$ cat src/hw/scrt_params.svh
// Notes on behaviour
// - Bit 5 enables low flag onto interrupt
// - Request is high flag OR masked low flag
// - Split bit 0: one 16-bit counter
// - Split bit 1: two independent 8-bit halves
// - Bit 3 captures high half, split only
// - Bit 2 captures low half or whole
// - Bit 1 runs high half in split
// - Bit 0 runs low half or whole
// - Low reload byte at address BA
// - High reload byte at address BB
// - Reload bytes unbuffered, effective next cycle
// - Capture mode latches count into reload
// - Timer mode reloads counter from reload
// - High flag set on overflow/capture, sticky
// - Low flag set on low overflow/capture, sticky
// - Wide capture: capture high, overflow low
// - Count registers live, readable and writable
`ifndef SCRT_PARAMS_SVH
`define SCRT_PARAMS_SVH
`define SCRT_ADDR_CTRL     8'hB9
`define SCRT_ADDR_RELOAD_L 8'hBA
`define SCRT_ADDR_RELOAD_H 8'hBB
`define SCRT_ADDR_COUNT_L  8'hBC
`define SCRT_ADDR_COUNT_H  8'hBD
`define SCRT_BIT_HFLAG     7
`define SCRT_BIT_LFLAG     6
`define SCRT_BIT_LIRQ_EN   5
`define SCRT_BIT_SPLIT     4
`define SCRT_BIT_HCAP      3
`define SCRT_BIT_LCAP      2
`define SCRT_BIT_HRUN      1
`define SCRT_BIT_LRUN      0
`define SCRT_RESET_BYTE    8'h00
`endif

$ cat src/hw/scrt_pkg.sv
package scrt_pkg;
  // Special-function register access from the core
  typedef struct packed {
    logic       wr;
    logic [7:0] addr;
    logic [7:0] wdata;
  } scrt_sfr_t;
  // Per-half controls after mode decoding
  typedef struct packed {
    logic run;
    logic cap;
  } scrt_half_t;
endpackage : scrt_pkg

$ cat src/hw/scrt_ctrl.sv
`timescale 1ns/1ns
`default_nettype none
`include "scrt_params.svh"
module scrt_ctrl (
  input  wire logic [7:0]        ctrl,        // Control register
  output scrt_pkg::scrt_half_t   low_half,    // Low half or whole timer controls
  output scrt_pkg::scrt_half_t   high_half,   // High half controls
  output logic                   split,       // Split configuration
  output logic                   irq          // Interrupt request
);
  import scrt_pkg::*;
  // Mode decoding of control bits
  always_comb begin
    split         = ctrl[`SCRT_BIT_SPLIT];
    low_half.run  = ctrl[`SCRT_BIT_LRUN];
    low_half.cap  = ctrl[`SCRT_BIT_LCAP];
    high_half.run = split & ctrl[`SCRT_BIT_HRUN];
    high_half.cap = split & ctrl[`SCRT_BIT_HCAP];
    irq = ctrl[`SCRT_BIT_HFLAG] | (ctrl[`SCRT_BIT_LFLAG] & ctrl[`SCRT_BIT_LIRQ_EN]);
  end
endmodule : scrt_ctrl
`default_nettype wire

$ cat src/hw/scrt_half.sv
`timescale 1ns/1ns
`default_nettype none
module scrt_half #(
  parameter int WIDTH = 8
) (
  input  wire logic [WIDTH-1:0] count,       // Present count
  input  wire logic [WIDTH-1:0] reload,      // Reload value
  input  wire logic             inc,         // Count this cycle
  output logic [WIDTH-1:0]      next_count,  // Count after increment or reload
  output logic                  ovf          // Overflow this cycle
);
  // Increment with reload on wrap
  always_comb begin
    ovf        = inc & (&count);
    next_count = count;
    if (ovf) begin
      next_count = reload;
    end else if (inc) begin
      next_count = count + WIDTH'(1);
    end
  end
endmodule : scrt_half
`default_nettype wire

$ cat src/hw/scrt_timer.sv
`timescale 1ns/1ns
`default_nettype none
`include "scrt_params.svh"
module scrt_timer (
  input  wire logic               clk,       // 50 MHz system clock
  input  wire logic               resetn,    // Asynchronous reset, active low
  input  wire scrt_pkg::scrt_sfr_t sfr,      // Register write port
  input  wire logic [7:0]         rd_addr,   // Register read address
  output logic [7:0]              rd_data,   // Register read data
  input  wire logic               tick,      // Count enable pulse
  input  wire logic               capture,   // Capture event pulse
  output logic                    irq        // Timer interrupt request
);
  import scrt_pkg::*;

  logic [7:0] ctrl, reload_low_byte, reload_high_byte, count_low_byte, count_high_byte;
  logic [7:0] next_ctrl, next_rl, next_rh, next_cl, next_ch;
  scrt_half_t low_half, high_half;
  logic       split;
  logic [7:0] low_nc, high_nc, wide_hi_nc;
  logic       low_ovf, high_ovf, wide_hi_ovf;
  logic       low_inc, high_inc, wide_hi_inc;

  // Control decode and interrupt combination
  scrt_ctrl u_ctrl (
    .ctrl      (ctrl),
    .low_half  (low_half),
    .high_half (high_half),
    .split     (split),
    .irq       (irq)
  );

  // Increment enables for each mode
  always_comb begin
    low_inc     = tick & low_half.run & ~(low_half.cap & split);
    high_inc    = tick & high_half.run & ~high_half.cap;
    wide_hi_inc = tick & low_half.run & (&count_low_byte);
  end

  // Low half counter; in wide mode only its wrap flag is used
  scrt_half #(.WIDTH(8)) u_low (
    .count      (count_low_byte),
    .reload     (reload_low_byte),
    .inc        (low_inc),
    .next_count (low_nc),
    .ovf        (low_ovf)
  );

  // High half counter in split mode
  scrt_half #(.WIDTH(8)) u_high (
    .count      (count_high_byte),
    .reload     (reload_high_byte),
    .inc        (high_inc),
    .next_count (high_nc),
    .ovf        (high_ovf)
  );

  // High byte of wide counter, carried from low byte
  scrt_half #(.WIDTH(8)) u_wide (
    .count      (count_high_byte),
    .reload     (reload_high_byte),
    .inc        (wide_hi_inc),
    .next_count (wide_hi_nc),
    .ovf        (wide_hi_ovf)
  );

  // Next-state for counters, reload bytes and flags
  always_comb begin
    logic set_h;
    logic set_l;
    set_h     = 1'b0;
    set_l     = 1'b0;
    next_ctrl = ctrl;
    next_rl   = reload_low_byte;
    next_rh   = reload_high_byte;
    next_cl   = count_low_byte;
    next_ch   = count_high_byte;
    if (split) begin
      next_cl = low_nc;
      next_ch = high_nc;
      set_l   = low_ovf;
      set_h   = high_ovf;
      if (low_half.cap && capture) begin
        next_rl = count_low_byte;
        set_l   = 1'b1;
      end
      if (high_half.cap && capture) begin
        next_rh = count_high_byte;
        set_h   = 1'b1;
      end
    end else if (low_half.cap) begin
      // Wide capture: free-running, overflow marks the extra bit
      if (tick && low_half.run) begin
        next_cl = count_low_byte + 8'h01;
        next_ch = (&count_low_byte) ? count_high_byte + 8'h01 : count_high_byte;
      end
      set_l = wide_hi_ovf;
      if (capture) begin
        next_rl = count_low_byte;
        next_rh = count_high_byte;
        set_h   = 1'b1;
      end
    end else begin
      // Low byte wraps to zero and carries; only the 16-bit wrap reloads
      next_cl = low_inc ? count_low_byte + 8'h01 : count_low_byte;
      set_l   = low_ovf;
      if (wide_hi_ovf) begin
        next_cl = reload_low_byte;
        next_ch = reload_high_byte;
        set_h   = 1'b1;
      end else begin
        next_ch = wide_hi_nc;
      end
    end
    // Software writes; flag set wins over clear
    if (sfr.wr) begin
      case (sfr.addr)
        `SCRT_ADDR_CTRL:     next_ctrl = sfr.wdata;
        `SCRT_ADDR_RELOAD_L: next_rl   = sfr.wdata;
        `SCRT_ADDR_RELOAD_H: next_rh   = sfr.wdata;
        `SCRT_ADDR_COUNT_L:  next_cl   = sfr.wdata;
        `SCRT_ADDR_COUNT_H:  next_ch   = sfr.wdata;
        default: ;
      endcase
    end
    if (set_h) next_ctrl[`SCRT_BIT_HFLAG] = 1'b1;
    if (set_l) next_ctrl[`SCRT_BIT_LFLAG] = 1'b1;
  end

  // Register stage, all cleared on reset
  always_ff @(posedge clk or negedge resetn) begin
    if (!resetn) begin
      ctrl             <= `SCRT_RESET_BYTE;
      reload_low_byte  <= `SCRT_RESET_BYTE;
      reload_high_byte <= `SCRT_RESET_BYTE;
      count_low_byte   <= `SCRT_RESET_BYTE;
      count_high_byte  <= `SCRT_RESET_BYTE;
    end else begin
      ctrl             <= next_ctrl;
      reload_low_byte  <= next_rl;
      reload_high_byte <= next_rh;
      count_low_byte   <= next_cl;
      count_high_byte  <= next_ch;
    end
  end

  // Read multiplexer, unmapped reads zero
  always_comb begin
    case (rd_addr)
      `SCRT_ADDR_CTRL:     rd_data = ctrl;
      `SCRT_ADDR_RELOAD_L: rd_data = reload_low_byte;
      `SCRT_ADDR_RELOAD_H: rd_data = reload_high_byte;
      `SCRT_ADDR_COUNT_L:  rd_data = count_low_byte;
      `SCRT_ADDR_COUNT_H:  rd_data = count_high_byte;
      default:             rd_data = 8'h00;
    endcase
  end

  property p_irq_mask;
    @(posedge clk) disable iff (!resetn)
      irq == (ctrl[`SCRT_BIT_HFLAG] | (ctrl[`SCRT_BIT_LFLAG] & ctrl[`SCRT_BIT_LIRQ_EN]));
  endproperty
  a_irq_mask: assert property (p_irq_mask) else $error("irq mismatch");

  property p_lirq_gate;
    @(posedge clk) disable iff (!resetn)
      !ctrl[`SCRT_BIT_LIRQ_EN] && !ctrl[`SCRT_BIT_HFLAG] |-> !irq;
  endproperty
  a_lirq_gate: assert property (p_lirq_gate) else $error("low flag not masked");

  property p_reload_write;
    @(posedge clk) disable iff (!resetn)
      sfr.wr && sfr.addr == `SCRT_ADDR_RELOAD_L && !capture |=> reload_low_byte == $past(sfr.wdata);
  endproperty
  a_reload_write: assert property (p_reload_write) else $error("reload low write lost");

  property p_reloadh_write;
    @(posedge clk) disable iff (!resetn)
      sfr.wr && sfr.addr == `SCRT_ADDR_RELOAD_H && !capture |=> reload_high_byte == $past(sfr.wdata);
  endproperty
  a_reloadh_write: assert property (p_reloadh_write) else $error("reload high write lost");

  property p_hflag_sticky;
    @(posedge clk) disable iff (!resetn)
      ctrl[`SCRT_BIT_HFLAG] && !sfr.wr |=> ctrl[`SCRT_BIT_HFLAG];
  endproperty
  a_hflag_sticky: assert property (p_hflag_sticky) else $error("high flag cleared by hw");

  property p_lflag_sticky;
    @(posedge clk) disable iff (!resetn)
      ctrl[`SCRT_BIT_LFLAG] && !sfr.wr |=> ctrl[`SCRT_BIT_LFLAG];
  endproperty
  a_lflag_sticky: assert property (p_lflag_sticky) else $error("low flag cleared by hw");

  property p_wide_capture;
    @(posedge clk) disable iff (!resetn)
      !split && low_half.cap && capture && !sfr.wr |=> ctrl[`SCRT_BIT_HFLAG]
        && {reload_high_byte, reload_low_byte} == $past({count_high_byte, count_low_byte});
  endproperty
  a_wide_capture: assert property (p_wide_capture) else $error("wide capture wrong");

  property p_split_reload;
    @(posedge clk) disable iff (!resetn)
      split && low_half.run && !low_half.cap && tick && count_low_byte == 8'hFF && !sfr.wr
        |=> count_low_byte == $past(reload_low_byte) && ctrl[`SCRT_BIT_LFLAG];
  endproperty
  a_split_reload: assert property (p_split_reload) else $error("split reload wrong");

  property p_high_ignored;
    @(posedge clk) disable iff (!resetn)
      !split && !low_half.run && !sfr.wr |=> $stable(count_high_byte);
  endproperty
  a_high_ignored: assert property (p_high_ignored) else $error("high run acted in wide");

  property p_wide_carry;
    @(posedge clk) disable iff (!resetn)
      !split && !low_half.cap && low_half.run && tick && count_low_byte == 8'hFF
        && count_high_byte != 8'hFF && !sfr.wr
        |=> count_low_byte == 8'h00 && count_high_byte == $past(count_high_byte) + 8'h01
        && ctrl[`SCRT_BIT_LFLAG];
  endproperty
  a_wide_carry: assert property (p_wide_carry) else $error("wide carry wrong");

  property p_wide_reload;
    @(posedge clk) disable iff (!resetn)
      !split && !low_half.cap && low_half.run && tick
        && {count_high_byte, count_low_byte} == 16'hFFFF && !sfr.wr
        |=> {count_high_byte, count_low_byte} == $past({reload_high_byte, reload_low_byte})
        && ctrl[`SCRT_BIT_HFLAG] && ctrl[`SCRT_BIT_LFLAG];
  endproperty
  a_wide_reload: assert property (p_wide_reload) else $error("wide reload wrong");

  property p_split_high_reload;
    @(posedge clk) disable iff (!resetn)
      split && high_half.run && !high_half.cap && tick && count_high_byte == 8'hFF && !sfr.wr
        |=> count_high_byte == $past(reload_high_byte) && ctrl[`SCRT_BIT_HFLAG];
  endproperty
  a_split_high_reload: assert property (p_split_high_reload) else $error("split high reload wrong");

  property p_split_high_hold;
    @(posedge clk) disable iff (!resetn)
      split && !high_half.run && !sfr.wr |=> $stable(count_high_byte);
  endproperty
  a_split_high_hold: assert property (p_split_high_hold) else $error("stopped high half moved");

  property p_split_low_hold;
    @(posedge clk) disable iff (!resetn)
      split && !low_half.run && !sfr.wr |=> $stable(count_low_byte);
  endproperty
  a_split_low_hold: assert property (p_split_low_hold) else $error("stopped low half moved");

  property p_split_cap_hold;
    @(posedge clk) disable iff (!resetn)
      split && low_half.cap && !sfr.wr |=> $stable(count_low_byte);
  endproperty
  a_split_cap_hold: assert property (p_split_cap_hold) else $error("capture half counted");

  property p_split_low_capture;
    @(posedge clk) disable iff (!resetn)
      split && low_half.cap && capture && !sfr.wr
        |=> reload_low_byte == $past(count_low_byte) && ctrl[`SCRT_BIT_LFLAG];
  endproperty
  a_split_low_capture: assert property (p_split_low_capture) else $error("split low capture wrong");

  property p_split_high_capture;
    @(posedge clk) disable iff (!resetn)
      split && high_half.cap && capture && !sfr.wr
        |=> reload_high_byte == $past(count_high_byte) && ctrl[`SCRT_BIT_HFLAG];
  endproperty
  a_split_high_capture: assert property (p_split_high_capture) else $error("split high capture wrong");

  property p_wide_hcap_ignored;
    @(posedge clk) disable iff (!resetn)
      !split && !low_half.cap && capture && !sfr.wr
        |=> $stable(reload_low_byte) && $stable(reload_high_byte);
  endproperty
  a_wide_hcap_ignored: assert property (p_wide_hcap_ignored) else $error("capture acted in wide timer");

  property p_wide_cap_overflow;
    @(posedge clk) disable iff (!resetn)
      !split && low_half.cap && low_half.run && tick
        && {count_high_byte, count_low_byte} == 16'hFFFF && !sfr.wr
        |=> ctrl[`SCRT_BIT_LFLAG] && count_low_byte == 8'h00 && count_high_byte == 8'h00;
  endproperty
  a_wide_cap_overflow: assert property (p_wide_cap_overflow) else $error("wide capture wrap wrong");

  property p_count_write;
    @(posedge clk) disable iff (!resetn)
      sfr.wr && sfr.addr == `SCRT_ADDR_COUNT_L |=> count_low_byte == $past(sfr.wdata);
  endproperty
  a_count_write: assert property (p_count_write) else $error("count low write lost");

  property p_count_h_write;
    @(posedge clk) disable iff (!resetn)
      sfr.wr && sfr.addr == `SCRT_ADDR_COUNT_H |=> count_high_byte == $past(sfr.wdata);
  endproperty
  a_count_h_write: assert property (p_count_h_write) else $error("count high write lost");

  property p_flag_set_wins;
    @(posedge clk) disable iff (!resetn)
      sfr.wr && sfr.addr == `SCRT_ADDR_CTRL && !split && low_half.cap && capture
        |=> ctrl[`SCRT_BIT_HFLAG];
  endproperty
  a_flag_set_wins: assert property (p_flag_set_wins) else $error("flag clear beat capture");

  // Reset has no disable here: it checks the state that reset leaves
  property p_reset_clear;
    @(posedge clk)
      $rose(resetn) |-> ctrl == `SCRT_RESET_BYTE && reload_low_byte == `SCRT_RESET_BYTE
        && reload_high_byte == `SCRT_RESET_BYTE && count_low_byte == `SCRT_RESET_BYTE
        && count_high_byte == `SCRT_RESET_BYTE;
  endproperty
  a_reset_clear: assert property (p_reset_clear) else $error("register not cleared by reset");

  property p_irq_low_enabled;
    @(posedge clk) disable iff (!resetn)
      ctrl[`SCRT_BIT_LFLAG] && ctrl[`SCRT_BIT_LIRQ_EN] |-> irq;
  endproperty
  a_irq_low_enabled: assert property (p_irq_low_enabled) else $error("enabled low flag gave no irq");

  property p_irq_high_unmasked;
    @(posedge clk) disable iff (!resetn)
      ctrl[`SCRT_BIT_HFLAG] |-> irq;
  endproperty
  a_irq_high_unmasked: assert property (p_irq_high_unmasked) else $error("high flag gave no irq");
endmodule : scrt_timer
`default_nettype wire

$ cat config.mk
export PLATFORM = sky130hd
export DESIGN_NAME = scrt_timer
export DESIGN_NICKNAME = d
export VERILOG_FILES = /design/src/hw/scrt_pkg.sv /design/src/hw/scrt_ctrl.sv /design/src/hw/scrt_half.sv /design/src/hw/scrt_timer.sv
export VERILOG_INCLUDE_DIRS = /design/src /design/src/hw
export SDC_FILE = /design/constraint.sdc
export NUM_CORES = 1
export LEC_CHECK = 0
export BUFFER_PORTS_ARGS = -buffer_cell sky130_fd_sc_hd__buf_2
export CORE_MARGIN = 8
export CORE_UTILIZATION = 47
export CTS_BUF_LIST = sky130_fd_sc_hd__clkbuf_8
export CTS_CLUSTER_SIZE = 28
export DETAILED_ROUTE_END_ITERATION = 12
export PLACE_DENSITY_LB_ADDON = 0.3
export RECOVER_POWER = 100
export SLEW_MARGIN = 20
export SYNTH_ARGS = -nofsm -noshare
export SYNTH_HDL_FRONTEND = slang
export SYNTH_HIERARCHICAL = 1
export SYNTH_SLANG_ARGS = --single-unit
$ cat constraint.sdc
create_clock -name clk -period 8.35 [get_ports clk]
set_clock_uncertainty 0.1 [all_clocks]
set_input_delay 0.835 -clock clk [delete_from_list [all_inputs] [get_ports clk]]
set_output_delay 0.835 -clock clk [all_outputs]
set_load 0.02 [all_outputs]
# Word-level counts from Yosys, hierarchy flattened
# Cells that the tools add are included.
# Widths: inputs -> output; s select.
word_totals:
  register_bits: 40
  out_inout_bits: 9
  inputBits: 29
  wordCells: 89
classes:
  bitwise: 15
  reduce_logical: 12
  eq_ne: 10
  mux: 43
  add_sub_neg: 2
op_table:
  columns: ["operator", "n"]
  rows:
  - ["$mux 8", 32]
  - ["$eq 8x8->1 const B", 10]
  - ["$pmux 8 s5", 1]
  - ["$add 8x1->8 const B", 2]
  - ["$reduce_and 8->1", 2]
  - ["$and 1x1->1", 12]
  - ["$mux 1", 10]
  - ["$reduce_bool 2->1", 4]
  - ["$reduce_and 2->1", 3]
  - ["$logic_and 1x1->1", 3]
  - ["$not 1->1", 2]
  - ["$or 1x1->1", 1]

# Logic depth before layout (Yosys ltp)
depth:
  ltp_word: 9
  mapped_depth: 13
  depth_no_buf: 11

# By module
# The synthesis kept the hierarchy.
by_module_without_submodules:
  columns: ["module", "cells_each", "seq_area_each_um2", "instances", "area_each_um2"]
  rows:
  - ["scrt_timer", 341, 1001.0, 1, 2951.6]
  - ["scrt_half at u_high ...", 38, 0.0, 2, 276.5]
  - ["scrt_half at u_wide", 41, 0.0, 1, 284.0]
  - ["scrt_ctrl", 6, 0.0, 1, 42.5]

# Least setup slack after synthesis
# Ideal clock, no wire load.
synth_timing:
  path_type: "input to register"
  start: "input tick"
  end: "register count_high_byte[2]"
  t_required_ns: 8.123
  setup_time_ns: 0.127
  arrival_ns: 2.949
  n_path_buf: 3
  path_stages: 10
  setup_slack_ns: 5.173
  cell_sequence: "nand3_1 > buf_2 > nor3_1 > buf_4 > nand4_1 > nor2_1 > buf_1 > mux2_2 > o221ai_1 > o21ai_0"
synth_via:
  elab_chain_cells: 8
  elab_cells_between_ends: 16
  cone_classes: "mux (9); bitwise (6); reduce/logical (1)"
synth_lines:
  columns: ["item", "line", "rtl"]
  rows:
  - ["start: declaration", "scrt_timer.sv:10", "input wire logic tick,"]
  - ["$and 1x1->1 (*) (2 in a row)", "scrt_timer.sv:37", "wide_hi_inc = tick & low_half.run & (&count_low_byte);"]
  - ["net wide_hi_inc", "scrt_timer.sv:22", "logic low_inc, high_inc, wide_hi_inc;"]
  - ["$and 1x1->1 (*)", "scrt_half.sv:14", "ovf = inc & (&count);"]
  - ["net wide_hi_ovf", "scrt_timer.sv:21", "logic low_ovf, high_ovf, wide_hi_ovf;"]
  - ["$mux 8 (*)", "scrt_timer.sv:107", "if (wide_hi_ovf) begin"]
  - ["$mux 8 (*)", "scrt_timer.sv:91", "end else if (low_half.cap) begin"]
  - ["$mux 8 (*)", "scrt_timer.sv:78", "if (split) begin"]
  - ["$mux 8", "scrt_timer.sv:117", "case (sfr.addr)"]
  - ["$mux 8 (*)", "scrt_timer.sv:116", "if (sfr.wr) begin"]
  - ["net next_ch[2]", "scrt_timer.sv:17", "logic [7:0] next_ctrl, next_rl, next_rh, next_cl, next_ch;"]
  - ["end signal: assignment", "scrt_timer.sv:137", "count_high_byte <= `SCRT_RESET_BYTE;"]
  - ["end signal: assignment", "scrt_timer.sv:143", "count_high_byte <= next_ch;"]
  - ["end: declaration", "scrt_timer.sv:16", "logic [7:0] ctrl, reload_low_byte, reload_high_byte, count_low_byte, count_high_byte;"]
# Mark *: on every way through the listed nets, which the timed path passes. The rest lies on a longest branch.
# A chain may end at the register's enable or synchronous reset.

# Final worst setup path
layout_timing:
  start: "input rd_addr[2]"
  end: "output rd_data[0]"
layout_via:
  elab_chain_cells: 2
  elab_cells_between_ends: 6
  cone_classes: "eq/ne (5); mux (1)"
layout_lines:
  columns: ["item", "line", "rtl"]
  rows:
  - ["start: declaration", "scrt_timer.sv:8", "input wire logic [7:0] rd_addr,"]
  - ["$eq 8x8->1", "scrt_timer.sv:149", "case (rd_addr)"]
  - ["$pmux 8 s5 (*)", "scrt_timer.sv:149", null]
  - ["end: declaration", "scrt_timer.sv:9", "output logic [7:0] rd_data,"]
# Mark *: on every way between the ends. The rest lies on a longest branch, timed or not.

==> results.txt <==
----------------------------------------------------
[Logic synthesis]
  Dominant register cell in the synthesized netlist ... dfrtp_1
  Most numerous cell types in the synthesized netlist ... nand2_1 (54), dfrtp_1 (40), a21oi_1 (34), mux2i_1 (29)
  Mapped Area ... 0.00383 mm2
  Cell types occupying the most area after synthesis ... dfrtp_1 (26%), mux2i_1 (7.6%), mux2_2 (5.9%)
  Number of synthesized flops with an enable pin ... 0
  Cell count after synthesis ... 464
  Average cell area after synthesis ... 8.26 um2
  Synth warnings ... 6
  Most frequent cell after synthesis ... nand2_1
  Area leader, netlist ... dfrtp_1
  Yosys top cell area share ... 26.1%
  Synthesized net count ... 498
  Share of synthesized area occupied by flip-flops and latches ... 26.1%
  Distinct cell type count of the synthesized netlist ... 64
  Share of async-settable or async-resettable flops after synthesis ... 100%
  Flip-flop and latch count after synthesis ... 40

[Placed design]
  Routability congestion estimate from global placement ... slightly above 0.9
  HPWL Detailed ... 8.35 mm
  Instance count after placement with tap cells included ... 580
  Count of buffers inserted at the top-level ports ... 37

[Routing]
  1st-iter DRT viols ... 422
  Routed WL per cell ... 19.2 um
  Remaining design rule violation count ... 0
  Vias per cell ... 6.50
  DR vias ... 3,820
  Wire length after detailed routing ... 11.3 mm
  Drt first pass iters ... 5
  Post-DRT Antenna Nets ... 0

[GRT]
  Antenna violations before repair ... 0
  Global-route wire length before repair ... 18.5 mm
  Aggregate global-route resource usage ... 19.8%
  Vias in the first global route ... 3,588
  Pin count of the biggest net entering global routing ... 41
  Remaining global-route overflow ... 0

[Clocking]
  Clock edge transition at the registers on the reported setup and hold paths ... 70 ps
  Number of H-tree levels ... 2
  Hold buffers post-CTS ... 0
  Number of setup buffers added after CTS ... 0
  Number of sinks handled by clock tree synthesis ... 40
  CTS root buffer ... clkbuf_8
  Number of cells upsized or downsized after cts ... 0
  Maximum buffer depth of the clock tree ... 2
  Number of CTS-inserted buffers ... 5
  Clock tree from TritonCTS ... yes
  Worst-skew pair later-pin latency ... 290 ps

[Power]
  Final Total Pwr ... 0.897 mW
  Share of power burned in the clock network ... 14.8%
  VDD IR-drop max ... 121 uV
  Switching share of power ... a little under half
  Total internal power ... 0.492 mW
  Total net switching power ... slightly above 0.4 mW
  Power density normalized to cell area ... around 220 mW/mm2
  Register share of total power ... between 40% and 50%
  Combinational cell fraction of total power ... ~36%
  Cell leakage power ... 1.71 nW

[Flow run]
  Maximum capacitance violations ... 2

[Layout]
  Area growth from synthesis to layout ... 6.37%
  Area used by multi-input combinational logic ... 0.00261 mm2
  Ratio of cells with drive above 1 in the final layout ... 15.1%
  Total number of nets in the final design ... 516
  Total area of sequential cells ... 0.00100 mm2
  Finished Layout Cells ... around 590
  Ant. Diodes ... 0
  Filler cell count ... 800

[Critical path]
  Worst Path Max Fanout ... 10
  Type of destination of the critical path ... output pin
  Element type at the critical path start ... input pin
  Worst Setup Path Type ... in2out
  Data arrival time of the critical path ... 3460 ps
  Worst path required time ... 7410 ps

[Timing]
  Final period util ... 52.7%
  Unrepaired setup endpoints after global routing ... false
  Measured slew at the worst slew-check pin ... 2160 ps
  Number of failing setup endpoints in the final timing report ... 0
  Worst max-slew margin expressed relative to the limit ... -43.7%
  Hold_ws ... 442 ps
  Peak clock frequency supported by timing ... 227 MHz
  Final hold violation count ... 0
  Shortest period the worst path allows ... 4400 ps
  Number of max-slew violations in the final report ... 50
  Final TNS setup ... 0 ps

[Min path]
  Worst min-delay path class ... reg2reg

[Floorplanning]
  Initial cell density of the core ... between 40 and 50%
  Floorplan row count ... 33
  Die X ... between 100 and 150 um
  Total Die Area ... 0.0113 mm2
  I/O pin total ... 38
  Core ar. ... slightly above 0.008 mm2
  Y dimension of the die ... 106 um

[Outcome]
  Run status ... complete, but fails checks
  Violated checks ... max-capacitance violations, max-slew violations

----------------------------------------------------
registers in the layout, indices dropped and copies added (netlist names):
signal and count:
reload_low_byte 8, reload_high_byte 8, count_high_byte 8, count_low_byte 8, ctrl 8
final timing paths:
| kind | start | to | slack, ps | cells past startpoint |
|---|---|---|---|---|
| hold / removal | ctrl[1] | ctrl[1] | 440 | 1 |
| min in group asynchronous | resetn | reload_low_byte[7] | 1070 | 1 |
| max in group asynchronous | resetn | reload_high_byte[3] | 5850 | 1 |
| setup / recovery | rd_addr[2] | rd_data[0] | 3950 | 6 |
| setup reg to reg | count_low_byte[1] | count_low_byte[7] | 4050 | 10 |
| hold reg to reg | ctrl[1] | ctrl[1] | 440 | 1 |
power groups by stage:
| stage | registers (mW) | logic [mW] | clock network, mW |
|---|---|---|---|
| floorplan | 0.372 | 0.266 | 0 |
| global placement | 0.437 | 0.313 | 0 |
| detailed placement | 0.438 | 0.321 | 0 |
| CTS | 0.434 | 0.323 | 0.137 |
| global route | 0.457 | 0.357 | 0.146 |
| finish | 0.439 | 0.325 | 0.133 |
through the flow:
stage	instance area, um2	util, %	setup slack [ps]
2_1_floorplan	3830	-	5170
3_3_place_gp	4020	50.0	4590
3_5_place_dp	4020	50.0	4490
4_1_cts	4120	51.1	4600
5_1_grt	4080	50.6	3630
6_report	4080	50.6	3950
placed cells by master, fill, tap and decap left out, drive strengths merged, types with 6 or more instances in the layout:
cell	n
a21boi	7
a21oi	34
a22o	8
a22oi	9
a31oi	8
buf	32
clkbuf	17
dfrtp	40
inv	9
mux2	23
mux2i	29
nand2	54
nand2b	10
nand3	17
nand4	12
nor2	27
nor2b	6
nor3	12
nor4	12
o21ai	29
xnor2	8
worst max-delay path, stage by stage:
cell	delay, ps
buf_2	180
nor2b_1	520
nor4b_1	1280
a22oi_1	270
nand2_1	130
clkbuf_1	240
layout make-up:
cell class | count | share of cell area, %
clock inverter | 2 | 0.246
inverter | 9 | 0.829
clock buffer | 6 | 2.03
timing repair buffer | 43 | 5.19
multi-input combinational | 383 | 63.9
tap | 105 | 3.22
sequential | 40 | 24.6
kinds of logic (layout without fill, tap and decap cells):
group	after synthesis	after routing	synth area share, %
multiplexers	52	52	14.6
XOR/XNOR	10	10	2.29
buffers and inverters	41	60	5.32
flip-flops	40	40	26.1
adder cells (fa/ha/maj)	5	5	1.63
AND/OR/NAND/NOR	181	181	26.8
AO/OA/AOI/OAI	135	135	23.2
layer usage:
layer,global-route usage [%],vias up,wire length [um]
met5,0,-,0
met4,5.23,0,197
met2,30.5,178,4960
li1,-,1790,-
met1,27.7,1828,5230
met3,3.93,24,905
Power figures use the tool's default switching activity.
